`src/ppc_pkg.sv`:
```
// Purpose: Shared constants for the peripheral port handshake control block.
// Assumes: One 10 MHz clock; registers reached over a plain strobe port.
// Notes: Register offsets are byte indices on an 8-bit data path.
package ppc_pkg;

   localparam int ADDR_W = 3;
   localparam int DATA_W = 8;

   // Register offsets.
   localparam logic [2:0] OFF_DATA_A = 3'h0;
   localparam logic [2:0] OFF_DIR_A = 3'h1;
   localparam logic [2:0] OFF_CTRL_A = 3'h2;
   localparam logic [2:0] OFF_DATA_B = 3'h3;
   localparam logic [2:0] OFF_DIR_B = 3'h4;
   localparam logic [2:0] OFF_CTRL_B = 3'h5;
   localparam logic [2:0] OFF_IRQ_STAT = 3'h6;
   localparam logic [2:0] OFF_IRQ_MASK = 3'h7;

   // Control register field positions.
   localparam int CTL_EN1 = 0;
   localparam int CTL_EDGE1 = 1;
   localparam int CTL_C3 = 3;
   localparam int CTL_C4 = 4;
   localparam int CTL_C5 = 5;
   localparam int CTL_FLAG2 = 6;
   localparam int CTL_FLAG1 = 7;

   // Interrupt status layout: one bit per flag.
   localparam int ST_A1 = 0;
   localparam int ST_A2 = 1;
   localparam int ST_B1 = 2;
   localparam int ST_B2 = 3;
   localparam int ST_W = 4;

   // Reset values.
   localparam logic [7:0] RST_BYTE = 8'h00;
   localparam logic [5:0] RST_CTRL = 6'h00;
   localparam logic [3:0] RST_MASK = 4'h0;

   // Handshake line modes taken from control bits 5..3.
   typedef enum logic [2:0]
   {
      PPC_HS_IN_NEG_OFF = 3'b000,
      PPC_HS_IN_NEG_ON = 3'b001,
      PPC_HS_IN_POS_OFF = 3'b010,
      PPC_HS_IN_POS_ON = 3'b011,
      PPC_HS_HANDSHAKE = 3'b100,
      PPC_HS_PULSE = 3'b101,
      PPC_HS_MAN_LOW = 3'b110,
      PPC_HS_MAN_HIGH = 3'b111
   } ppc_hs_mode_t;

   // Pulse length in ns and in cycles of the 100 ns clock.
   localparam int CLK_PERIOD_NS = 100;
   localparam int PULSE_NS = 100;
   localparam int PULSE_CYC_I = (PULSE_NS + CLK_PERIOD_NS - 1) / CLK_PERIOD_NS;
   localparam logic [1:0] PULSE_CYC = PULSE_CYC_I[1:0];

endpackage

```
`src/ppc_port.sv`:
```
// Purpose: Data, direction and control logic of one 8-bit peripheral port.
// Assumes: Host strobes are one cycle long and synchronous.
// Notes: Port A handshakes on data reads, port B on data writes.
//
// Added by the designer: the plain strobed port and the register offsets.
`timescale 1ns/1ps
module ppc_port
#(
   parameter bit IS_B = 1'b0
)
(
   input wire logic clk_sys,
   input wire logic rst,
   input wire logic [7:0] pins_in,
   output logic [7:0] pins_out,
   output logic [7:0] pins_oe,
   input wire logic edge_in1,
   input wire logic hs_in,
   output logic hs_out,
   output logic hs_oe,
   input wire logic wr_data,
   input wire logic wr_dir,
   input wire logic wr_ctrl,
   input wire logic rd_data,
   input wire logic [7:0] wdata,
   output logic [7:0] ctrl_view,
   output logic ev1,
   output logic ev2,
   output logic irq_n
);

   logic [7:0] data_q;
   logic [7:0] dir_q;
   logic [5:0] ctl_q;
   logic flag1_q;
   logic flag2_q;
   logic hs_q;
   logic [1:0] pulse_q;
   logic hit1;
   logic hit2;
   ppc_pkg::ppc_hs_mode_t mode;
   logic access;

   assign mode = ppc_pkg::ppc_hs_mode_t'(ctl_q[ppc_pkg::CTL_C5:ppc_pkg::CTL_C3]);
   // Port A hands off on a data read, port B on a data write.
   assign access = IS_B ? wr_data : rd_data;

   ppc_edge u_e1
   (
      .clk_sys(clk_sys),
      .rst(rst),
      .line_in(edge_in1),
      .pos_edge(ctl_q[ppc_pkg::CTL_EDGE1]),
      .hit(hit1)
   );

   ppc_edge u_e2
   (
      .clk_sys(clk_sys),
      .rst(rst),
      .line_in(hs_in),
      .pos_edge(ctl_q[ppc_pkg::CTL_C4]),
      .hit(hit2)
   );

   // Data, direction and control storage.
   always_ff @(posedge clk_sys)
   begin
      if (rst)
      begin
         data_q <= ppc_pkg::RST_BYTE;
         dir_q <= ppc_pkg::RST_BYTE;
         ctl_q <= ppc_pkg::RST_CTRL;
      end
      else
      begin
         if (wr_data)
            data_q <= wdata;
         if (wr_dir)
            dir_q <= wdata; // [RULE1]
         if (wr_ctrl)
            ctl_q <= wdata[5:0];
      end
   end

   // Flags: an edge wins over the clearing data read in the same cycle.
   always_ff @(posedge clk_sys)
   begin
      if (rst)
      begin
         flag1_q <= 1'b0;
         flag2_q <= 1'b0;
      end
      else
      begin
         if (hit1)
            flag1_q <= 1'b1; // [RULE3]
         else if (rd_data)
            flag1_q <= 1'b0; // [RULE11]
         if (hit2 && !ctl_q[ppc_pkg::CTL_C5])
            flag2_q <= 1'b1; // [RULE5]
         else if (rd_data || ctl_q[ppc_pkg::CTL_C5])
            flag2_q <= 1'b0; // [RULE11]
      end
   end

   // Handshake output line.
   always_ff @(posedge clk_sys)
   begin
      if (rst)
      begin
         hs_q <= 1'b1;
         pulse_q <= 2'h0;
      end
      else
      begin
         pulse_q <= (access && mode == ppc_pkg::PPC_HS_PULSE) ? ppc_pkg::PULSE_CYC
                    : (pulse_q != 2'h0 ? pulse_q - 2'h1 : 2'h0);
         case (mode)
            ppc_pkg::PPC_HS_HANDSHAKE:
            begin
               if (access)
                  hs_q <= 1'b0; // [RULE6] [RULE8]
               else if (hit1)
                  hs_q <= 1'b1; // [RULE6] [RULE8]
            end
            ppc_pkg::PPC_HS_PULSE:
               hs_q <= ~(access || pulse_q > 2'h1); // [RULE7] [RULE9]
            ppc_pkg::PPC_HS_MAN_LOW:
               hs_q <= 1'b0; // [RULE10]
            ppc_pkg::PPC_HS_MAN_HIGH:
               hs_q <= 1'b1; // [RULE10]
            default:
               hs_q <= 1'b1;
         endcase
      end
   end

   // Registered pin drive and interrupt line.
   always_ff @(posedge clk_sys)
   begin
      if (rst)
      begin
         pins_out <= 8'h00;
         pins_oe <= 8'h00;
         hs_out <= 1'b1;
         hs_oe <= 1'b0;
         irq_n <= 1'b1;
         ev1 <= 1'b0;
         ev2 <= 1'b0;
      end
      else
      begin
         pins_out <= data_q;
         pins_oe <= dir_q; // [RULE1]
         hs_out <= hs_q;
         hs_oe <= ctl_q[ppc_pkg::CTL_C5]; // [RULE4]
         irq_n <= ~((flag1_q & ctl_q[ppc_pkg::CTL_EN1])
                    | (flag2_q & ctl_q[ppc_pkg::CTL_C3] & ~ctl_q[ppc_pkg::CTL_C5])); // [RULE2] [RULE4]
         ev1 <= hit1;
         ev2 <= hit2 & ~ctl_q[ppc_pkg::CTL_C5];
      end
   end

   assign ctrl_view = {flag1_q, flag2_q, ctl_q};

   a_flag_sets: assert property (@(posedge clk_sys) disable iff (rst)
      hit1 |=> flag1_q) else $error("edge did not set flag one"); // [RULE3]
   a_irq_low: assert property (@(posedge clk_sys) disable iff (rst)
      (flag1_q && ctl_q[0] && $stable(flag1_q)) |=> !irq_n)
      else $error("enabled flag did not pull irq low"); // [RULE2]
   a_hs_input: assert property (@(posedge clk_sys) disable iff (rst)
      !ctl_q[5] |=> !hs_oe) else $error("handshake driven in input mode"); // [RULE4]
   a_flag2_sets: assert property (@(posedge clk_sys) disable iff (rst)
      (hit2 && !ctl_q[5]) |=> flag2_q) else $error("edge did not set flag two"); // [RULE5]
   a_hs_hand_low: assert property (@(posedge clk_sys) disable iff (rst)
      (access && mode == ppc_pkg::PPC_HS_HANDSHAKE) |=> !hs_q)
      else $error("handshake not dropped on access"); // [RULE6]
   a_pulse_one: assert property (@(posedge clk_sys) disable iff (rst)
      (access && mode == ppc_pkg::PPC_HS_PULSE && $stable(ctl_q))
      |=> !hs_q ##1 (hs_q || $past(access)))
      else $error("pulse not one cycle"); // [RULE7]
   a_manual_lvl: assert property (@(posedge clk_sys) disable iff (rst)
      (ctl_q[5] && ctl_q[4]) |=> hs_q == $past(ctl_q[3]))
      else $error("manual level wrong"); // [RULE10]
   a_read_clear: assert property (@(posedge clk_sys) disable iff (rst)
      (rd_data && !hit1) |=> !flag1_q) else $error("read did not clear flag"); // [RULE11]
   a_hand_rise: assert property (@(posedge clk_sys) disable iff (rst)
      (hit1 && !access && mode == ppc_pkg::PPC_HS_HANDSHAKE) |=> hs_q)
      else $error("handshake not raised on edge"); // [RULE8]

endmodule

```
`src/ppc_edge.sv`:
```
// Purpose: Active-edge detector for one control input line.
// Assumes: Input synchronous to clk_sys.
// Notes: Polarity selects rising (1) or falling (0) as the active edge.
`timescale 1ns/1ps
module ppc_edge
(
   input wire logic clk_sys,
   input wire logic rst,
   input wire logic line_in,
   input wire logic pos_edge,
   output logic hit
);

   logic prev_q;

   // Previous level, reset low: the falling edge is selected after reset and needs a high first.
   always_ff @(posedge clk_sys)
   begin
      if (rst)
         prev_q <= 1'b0;
      else
         prev_q <= line_in;
   end

   // Edge combinations.
   always_comb
   begin
      if (pos_edge)
         hit = line_in & ~prev_q;
      else
         hit = ~line_in & prev_q;
   end

endmodule

```
`src/ppc_top.sv`:
```
// Purpose: Two-port peripheral adapter with edge inputs and handshake lines.
// Assumes: Single 10 MHz clock, synchronous active-high reset.
// Notes: Read data appears one cycle after the read strobe.
//
// Contract
// RULE1 - Every line of both ports is set as input or output by the host.
// RULE2 - Control bit 1 picks edge of line one; bit 0 lets flag 7 pull irq.
// RULE3 - Active edge on line one sets bit 7 whatever bit 0 holds.
// RULE4 - Bit 5 clear makes line two input; bit 4 edge; bit 3 enables irq.
// RULE5 - Active edge on input line two sets bit 6 whatever bit 3 holds.
// RULE6 - Read handshake: line A2 high on edge A1, low on port A data read.
// RULE7 - Pulse mode: line A2 low one cycle after each port A data read.
// RULE8 - Write handshake: line B2 low on port B data write, high on edge B1.
// RULE9 - Pulse mode: line B2 low one cycle after each port B data write.
// RULE10 - Manual mode drives line two to the level of control bit 3.
// RULE11 - Reading port data clears that port's flags, releasing the interrupt.
`timescale 1ns/1ps
module ppc_top
(
   input wire logic clk_sys,
   input wire logic rst,
   input wire logic [2:0] reg_addr,
   input wire logic [7:0] reg_wdata,
   input wire logic reg_wr,
   input wire logic reg_rd,
   output logic [7:0] reg_rdata,
   input wire logic [7:0] port_a_in,
   output logic [7:0] port_a_out,
   output logic [7:0] port_a_oe,
   input wire logic [7:0] port_b_in,
   output logic [7:0] port_b_out,
   output logic [7:0] port_b_oe,
   input wire logic edge_in_a1,
   input wire logic edge_in_b1,
   input wire logic handshake_a2_in,
   output logic handshake_a2_out,
   output logic handshake_a2_oe,
   input wire logic handshake_b2_in,
   output logic handshake_b2_out,
   output logic handshake_b2_oe,
   output logic irq_out_a_n,
   output logic irq_out_b_n,
   output logic irq_q
);

   logic [7:0] ctrl_a;
   logic [7:0] ctrl_b;
   logic [3:0] ev;
   logic [3:0] stat_q;
   logic [3:0] mask_q;
   logic a_rd;
   logic b_rd;

   assign a_rd = reg_rd && reg_addr == ppc_pkg::OFF_DATA_A;
   assign b_rd = reg_rd && reg_addr == ppc_pkg::OFF_DATA_B;

   ppc_port #(.IS_B(1'b0)) u_a
   (
      .clk_sys(clk_sys),
      .rst(rst),
      .pins_in(port_a_in),
      .pins_out(port_a_out),
      .pins_oe(port_a_oe),
      .edge_in1(edge_in_a1),
      .hs_in(handshake_a2_in),
      .hs_out(handshake_a2_out),
      .hs_oe(handshake_a2_oe),
      .wr_data(reg_wr && reg_addr == ppc_pkg::OFF_DATA_A),
      .wr_dir(reg_wr && reg_addr == ppc_pkg::OFF_DIR_A),
      .wr_ctrl(reg_wr && reg_addr == ppc_pkg::OFF_CTRL_A),
      .rd_data(a_rd),
      .wdata(reg_wdata),
      .ctrl_view(ctrl_a),
      .ev1(ev[ppc_pkg::ST_A1]),
      .ev2(ev[ppc_pkg::ST_A2]),
      .irq_n(irq_out_a_n)
   );

   ppc_port #(.IS_B(1'b1)) u_b
   (
      .clk_sys(clk_sys),
      .rst(rst),
      .pins_in(port_b_in),
      .pins_out(port_b_out),
      .pins_oe(port_b_oe),
      .edge_in1(edge_in_b1),
      .hs_in(handshake_b2_in),
      .hs_out(handshake_b2_out),
      .hs_oe(handshake_b2_oe),
      .wr_data(reg_wr && reg_addr == ppc_pkg::OFF_DATA_B),
      .wr_dir(reg_wr && reg_addr == ppc_pkg::OFF_DIR_B),
      .wr_ctrl(reg_wr && reg_addr == ppc_pkg::OFF_CTRL_B),
      .rd_data(b_rd),
      .wdata(reg_wdata),
      .ctrl_view(ctrl_b),
      .ev1(ev[ppc_pkg::ST_B1]),
      .ev2(ev[ppc_pkg::ST_B2]),
      .irq_n(irq_out_b_n)
   );

   // Sticky status, write one to clear; a new event in the same cycle wins.
   always_ff @(posedge clk_sys)
   begin
      if (rst)
         stat_q <= 4'h0;
      else if (reg_wr && reg_addr == ppc_pkg::OFF_IRQ_STAT)
         stat_q <= (stat_q & ~reg_wdata[3:0]) | ev;
      else
         stat_q <= stat_q | ev;
   end

   // Mask register for the combined interrupt.
   always_ff @(posedge clk_sys)
   begin
      if (rst)
         mask_q <= ppc_pkg::RST_MASK;
      else if (reg_wr && reg_addr == ppc_pkg::OFF_IRQ_MASK)
         mask_q <= reg_wdata[3:0];
   end

   // Combined level interrupt, registered.
   always_ff @(posedge clk_sys)
   begin
      if (rst)
         irq_q <= 1'b0;
      else
         irq_q <= |(stat_q & mask_q);
   end

   // Read data valid the cycle after the strobe, zero otherwise.
   always_ff @(posedge clk_sys)
   begin
      if (rst || !reg_rd)
         reg_rdata <= 8'h00;
      else
         case (reg_addr)
            ppc_pkg::OFF_DATA_A: reg_rdata <= port_a_in;
            ppc_pkg::OFF_DIR_A: reg_rdata <= port_a_oe;
            ppc_pkg::OFF_CTRL_A: reg_rdata <= ctrl_a;
            ppc_pkg::OFF_DATA_B: reg_rdata <= (port_b_in & ~port_b_oe) | (port_b_out & port_b_oe);
            ppc_pkg::OFF_DIR_B: reg_rdata <= port_b_oe;
            ppc_pkg::OFF_CTRL_B: reg_rdata <= ctrl_b;
            ppc_pkg::OFF_IRQ_STAT: reg_rdata <= {4'h0, stat_q};
            ppc_pkg::OFF_IRQ_MASK: reg_rdata <= {4'h0, mask_q};
            default: reg_rdata <= 8'h00;
         endcase
   end

endmodule

```
`config.mk`:
```
export PLATFORM = sky130hd
export DESIGN_NAME = ppc_top
export DESIGN_NICKNAME = d
export VERILOG_FILES = /design/src/ppc_pkg.sv /design/src/ppc_port.sv /design/src/ppc_edge.sv /design/src/ppc_top.sv
export SDC_FILE = /design/constraint.sdc
export NUM_CORES = 1
export LEC_CHECK = 0
export BUFFER_PORTS_ARGS = -buffer_cell sky130_fd_sc_hd__buf_2
export CORE_ASPECT_RATIO = 0.75
export CORE_MARGIN = 3
export CORE_UTILIZATION = 59
export CTS_CLUSTER_SIZE = 30
export DETAILED_ROUTE_END_ITERATION = 16
export GPL_TIMING_DRIVEN = 1
export PLACE_DENSITY = 0.84
export SLEW_MARGIN = 20
export SYNTH_ARGS = -nofsm -noshare
export SYNTH_HDL_FRONTEND = slang
export SYNTH_SLANG_ARGS = --single-unit
```
`constraint.sdc`:
```
create_clock -name clk_sys -period 2.8 [get_ports clk_sys]
set_input_delay 0.42 -clock clk_sys [delete_from_list [all_inputs] [get_ports clk_sys]]
set_output_delay 0.42 -clock clk_sys [all_outputs]
set_load 0.1 [all_outputs]
```
==> insert_results.sql <==
INSERT INTO impl_metrics (metric_group, metric, value, unit) VALUES
('pwr', 'pwr_density_cell', '742', 'nW/um2'),
('pwr', 'ir_worst_vdd', '0.494', 'mV'),
('pwr', 'static-leakage-power', '0.00226', 'uW'),
('placed_design', 'detailed_place.area', '4910', 'um2'),
('worst_setup_path', 'critPathRequiredTime', '2380', 'ps'),
('logic_synthesis', 'syn_avg_cell_area', '9.20', 'um2'),
('worst_setup_path', 'critical_path_endpoint_category', 'output port', ''),
('timing', 'layout_min_cycle_time', '1820', 'ps'),
('placed_design', 'gp_congestion', '0.966', ''),
('timing', 'grt_setup_unrepaired', 'false', ''),
('worst_setup_path', 'crit_path_max_incr_delay', '470', 'ps'),
('clock_network', 'path_clk_slew', '60', 'ps'),
('floorplan', 'die_area', '8740', 'um2'),
('outcome', 'run_status', 'finished clean', ''),
('clock_network', 'worstSkewPairLatency', '510', 'ps'),
('floorplan', 'die_w', '107', 'um'),
('timing', 'worst_slew_margin_relative_to_its_limit', '0.599', ''),
('layout', 'finalInstanceArea', '5490', 'um2'),
('detailed_routing', 'drc', '0', ''),
('layout', 'drive_gt1_frac', '0.237', ''),
('layout', 'util_after_layout', '0.774', ''),
('timing', 'post_route_worst_hold_slack', '158', 'ps'),
('logic_synthesis', 'muxShareOfSynthArea', '0.0666', ''),
('timing', 'final-hold-violation-count', '0', ''),
('logic_synthesis', 'synth_adder_area_share', '0.0167', ''),
('timing', 'setup_viol_count_final', '0', ''),
('timing', 'worst_slew_pin_slew', '602', 'ps'),
('worst_setup_path', 'cp_top_family', 'buffers and inverters', ''),
('logic_synthesis', 'yosysWarningCount', '0', ''),
('grt', 'groute.usage.overall', '0.299', ''),
('timing', 'maxClockFrequency', '0.549', 'GHz'),
('run', 'max_capacitance_violation_count', '0', ''),
('placed_design', 'placedCellCount', '644', ''),
('timing', 'finalCritPeriodShare', '0.651', ''),
('worst_setup_path', 'worstSetupPathType', 'flop to output port', ''),
('floorplan', 'num_io_pins', '82', ''),
('clock_network', 'cts_hold_buffers', '0', ''),
('logic_synthesis', 'mappedNetlistArea', '4510', 'um2'),
('logic_synthesis', 'yosysTopAreaCellShare', '0.520', ''),
('grt', 'number_of_antenna_violations_at_the_first_check_in_global_routing', '0', ''),
('logic_synthesis', 'yosysUniqueCellTypes', '51', ''),
('grt', 'vias_in_the_first_global_route', '3695', ''),
('layout', 'nNetsFinal', '606', ''),
('placed_design', 'place_hpwl', '8530', 'um'),
('floorplan', 'rows', '26', ''),
('worst_setup_path', 'startpoint_type', 'flop', ''),
('floorplan', 'initial_core_util', '0.636', ''),
('logic_synthesis', 'sequential_to_total_area_share_from_yosys_stat', '0.520', ''),
('layout', 'diodes', '0', ''),
('logic_synthesis', 'synth_compound_gate_area_share', '0.122', ''),
('clock_network', 'cts-root-to-sink-buffers', '2', ''),
('worst_setup_path', 'signal_arrival_time_at_the_worst_endpoint', '1400', 'ps'),
('logic_synthesis', 'synth_top_family_by_area', 'simple AND/OR/NAND/NOR gates', ''),
('worst_setup_path', 'crit_path_top_delay_cell', 'buf_2', ''),
('layout', 'synthToLayoutAreaGrowth', '21.7', '%'),
('min_path', 'min_delay_path_class', 'primary input to flop', ''),
('floorplan', 'coreArea', '7090', 'um2'),
('clock_network', 'cts.sink_count', '117', ''),
('clock_network', 'cts.root.buffer_cell', 'clkbuf_8', ''),
('clock_network', 'tritoncts_clock_tree', 'done', ''),
('detailed_routing', 'detail_route.vias_per_cell', '5.76', ''),
('logic_synthesis', 'synth_edf_count', '0', ''),
('grt', 'grt-ovfl-total', '0', ''),
('clock_network', 'cts_htree_levels', '4', ''),
('floorplan', 'die_height', '81.7', 'um'),
('logic_synthesis', 'synth-seq-cells', '117', ''),
('detailed_routing', 'detail_route.first_pass.iterations', '7', ''),
('grt', 'grt_pass1_wl', '19600', 'um'),
('timing', 'report.final.slew_viol_count', '0', ''),
('logic_synthesis', 'largest_cells_by_area_after_synthesis', 'dfxtp_1 52%, nand2_1 7.1%, nor2b_1 6.0%', ''),
('worst_setup_path', 'critical_path_cell_by_cell', 'buf_2', '');
-- path summary, 6_finish.rpt --
path	startpoint	end	slack (ps)	cells after the start
worst max register to register	u_a.ctl_q[5]$_SDFFE_PP0P_	u_a.pulse_q[1]$_SDFF_PP0_	1350	3
worst min register to register	u_a.hs_q$_SDFFE_PP1P_	u_a.hs_out$_SDFF_PP1_	430	1
worst min-delay path	handshake_a2_in	u_a.u_e2.prev_q$_SDFF_PP0_	160	2
worst max-delay path	u_b.pins_oe[2]$_SDFF_PP0_	port_b_oe[2]	980	1
-- per-stage QoR --
stage	total power (uW)	setup slack (ps)
5_1_grt	4190	959
3_5_place_dp	2040	868
4_1_cts	4070	988
6_report	4070	978
3_3_place_gp	2030	903
2_1_floorplan	1960	970
-- cells in the mapped netlist, types with 2 or more instances --
cell      instances
nand2b_1          2
or2_2             2
a211oi_1          2
and4b_1           2
and2_1            4
nand3b_1          3
o21ai_1           5
a222oi_1          4
buf_4             6
nand3_1           6
nand4b_1          4
a21oi_1          52
nor2_4            3
o21ai_0          13
nor2b_1          43
ha_1              6
a221oi_1          4
mux2i_1          21
inv_1            12
nor3_1            2
buf_2             4
dfxtp_1         117
nand3_2           2
nor3b_1           2
nand2_1          85
mux2_2            8
a31o_2            2
a22oi_1           2
clkbuf_1         14
nor2_1           33
o22ai_1           4
buf_1             2
-- cell type report --
cell class | count | area [um2]
fill | 494 | 1600
tap | 98 | 123
clock inverter | 12 | 128
clock buffer | 20 | 445
timing repair buffer | 83 | 420
inverter | 13 | 48.8
multi-input combinational | 333 | 1980
sequential | 117 | 2340
-- kinds of logic (layout without fill, tap and decap cells) --
family,after synthesis,in the layout
adder cells (fa/ha/maj),6,6
buffers and inverters,40,128
multiplexers,29,29
AO/OA/AOI/OAI,94,94
AND/OR/NAND/NOR,204,204
flip-flops,117,117
-- cell usage in the layout, fill, tap and decap left out, types with 2 or more instances in the layout --
master,netlist,final
clkbuf_8,0,3
buf_4,6,2
a22oi_1,2,2
nand3b_1,3,3
clkinv_2,0,4
a211oi_1,2,2
nor2_1,33,33
and2_1,4,4
and4b_1,2,2
o21ai_0,13,13
mux2i_1,21,21
ha_1,6,6
a221oi_1,4,4
nand2b_1,2,2
o21ai_1,5,5
dfxtp_1,117,117
nand3_2,2,2
nor2b_1,43,43
a222oi_1,4,4
or2_2,2,2
inv_1,12,12
clkbuf_16,0,16
nor3_1,2,2
nand4b_1,4,4
bufinv_16,0,2
nor2_4,3,3
nand3_1,6,6
clkinvlp_4,0,4
a21oi_1,52,52
a31o_2,2,2
o22ai_1,4,4
nand2_1,85,85
nor3b_1,2,2
mux2_2,8,8
buf_2,4,81
-- where the power goes --
group / switching (uW) / internal (uW) / total, uW
Sequential: 23.9 / 1700 / 1720
Clock: 750 / 1310 / 2060
Combinational: 209 / 78.4 / 288
Total: 984 / 3090 / 4070
-- flip-flops by register name, indices dropped and copies added (netlist names), 2 cells and up --
register and count:
reg_rdata 8, u_a.data_q 8, u_a.dir_q 8, u_a.pins_oe 8, u_a.pins_out 8, u_b.data_q 8, u_b.dir_q 8, u_b.pins_oe 8
u_b.pins_out 8, u_a.ctl_q 6, u_b.ctl_q 6, mask_q 4, stat_q 4, u_a.pulse_q 2, u_b.pulse_q 2
-- routing by layer --
| layer | track usage | vias up | part of all wire |
|---|---|---|---|
| met2 | 0.477 | 228 | 0.45 |
| met3 | 0.0660 | 31 | 0.099 |
| met5 | 0 | - | 0 |
| met4 | 0.103 | 0 | 0.018 |
| met1 | 0.407 | 1817 | 0.43 |
| li1 | - | 1819 | - |
Note: power is estimated with default switching activity, not from simulation.
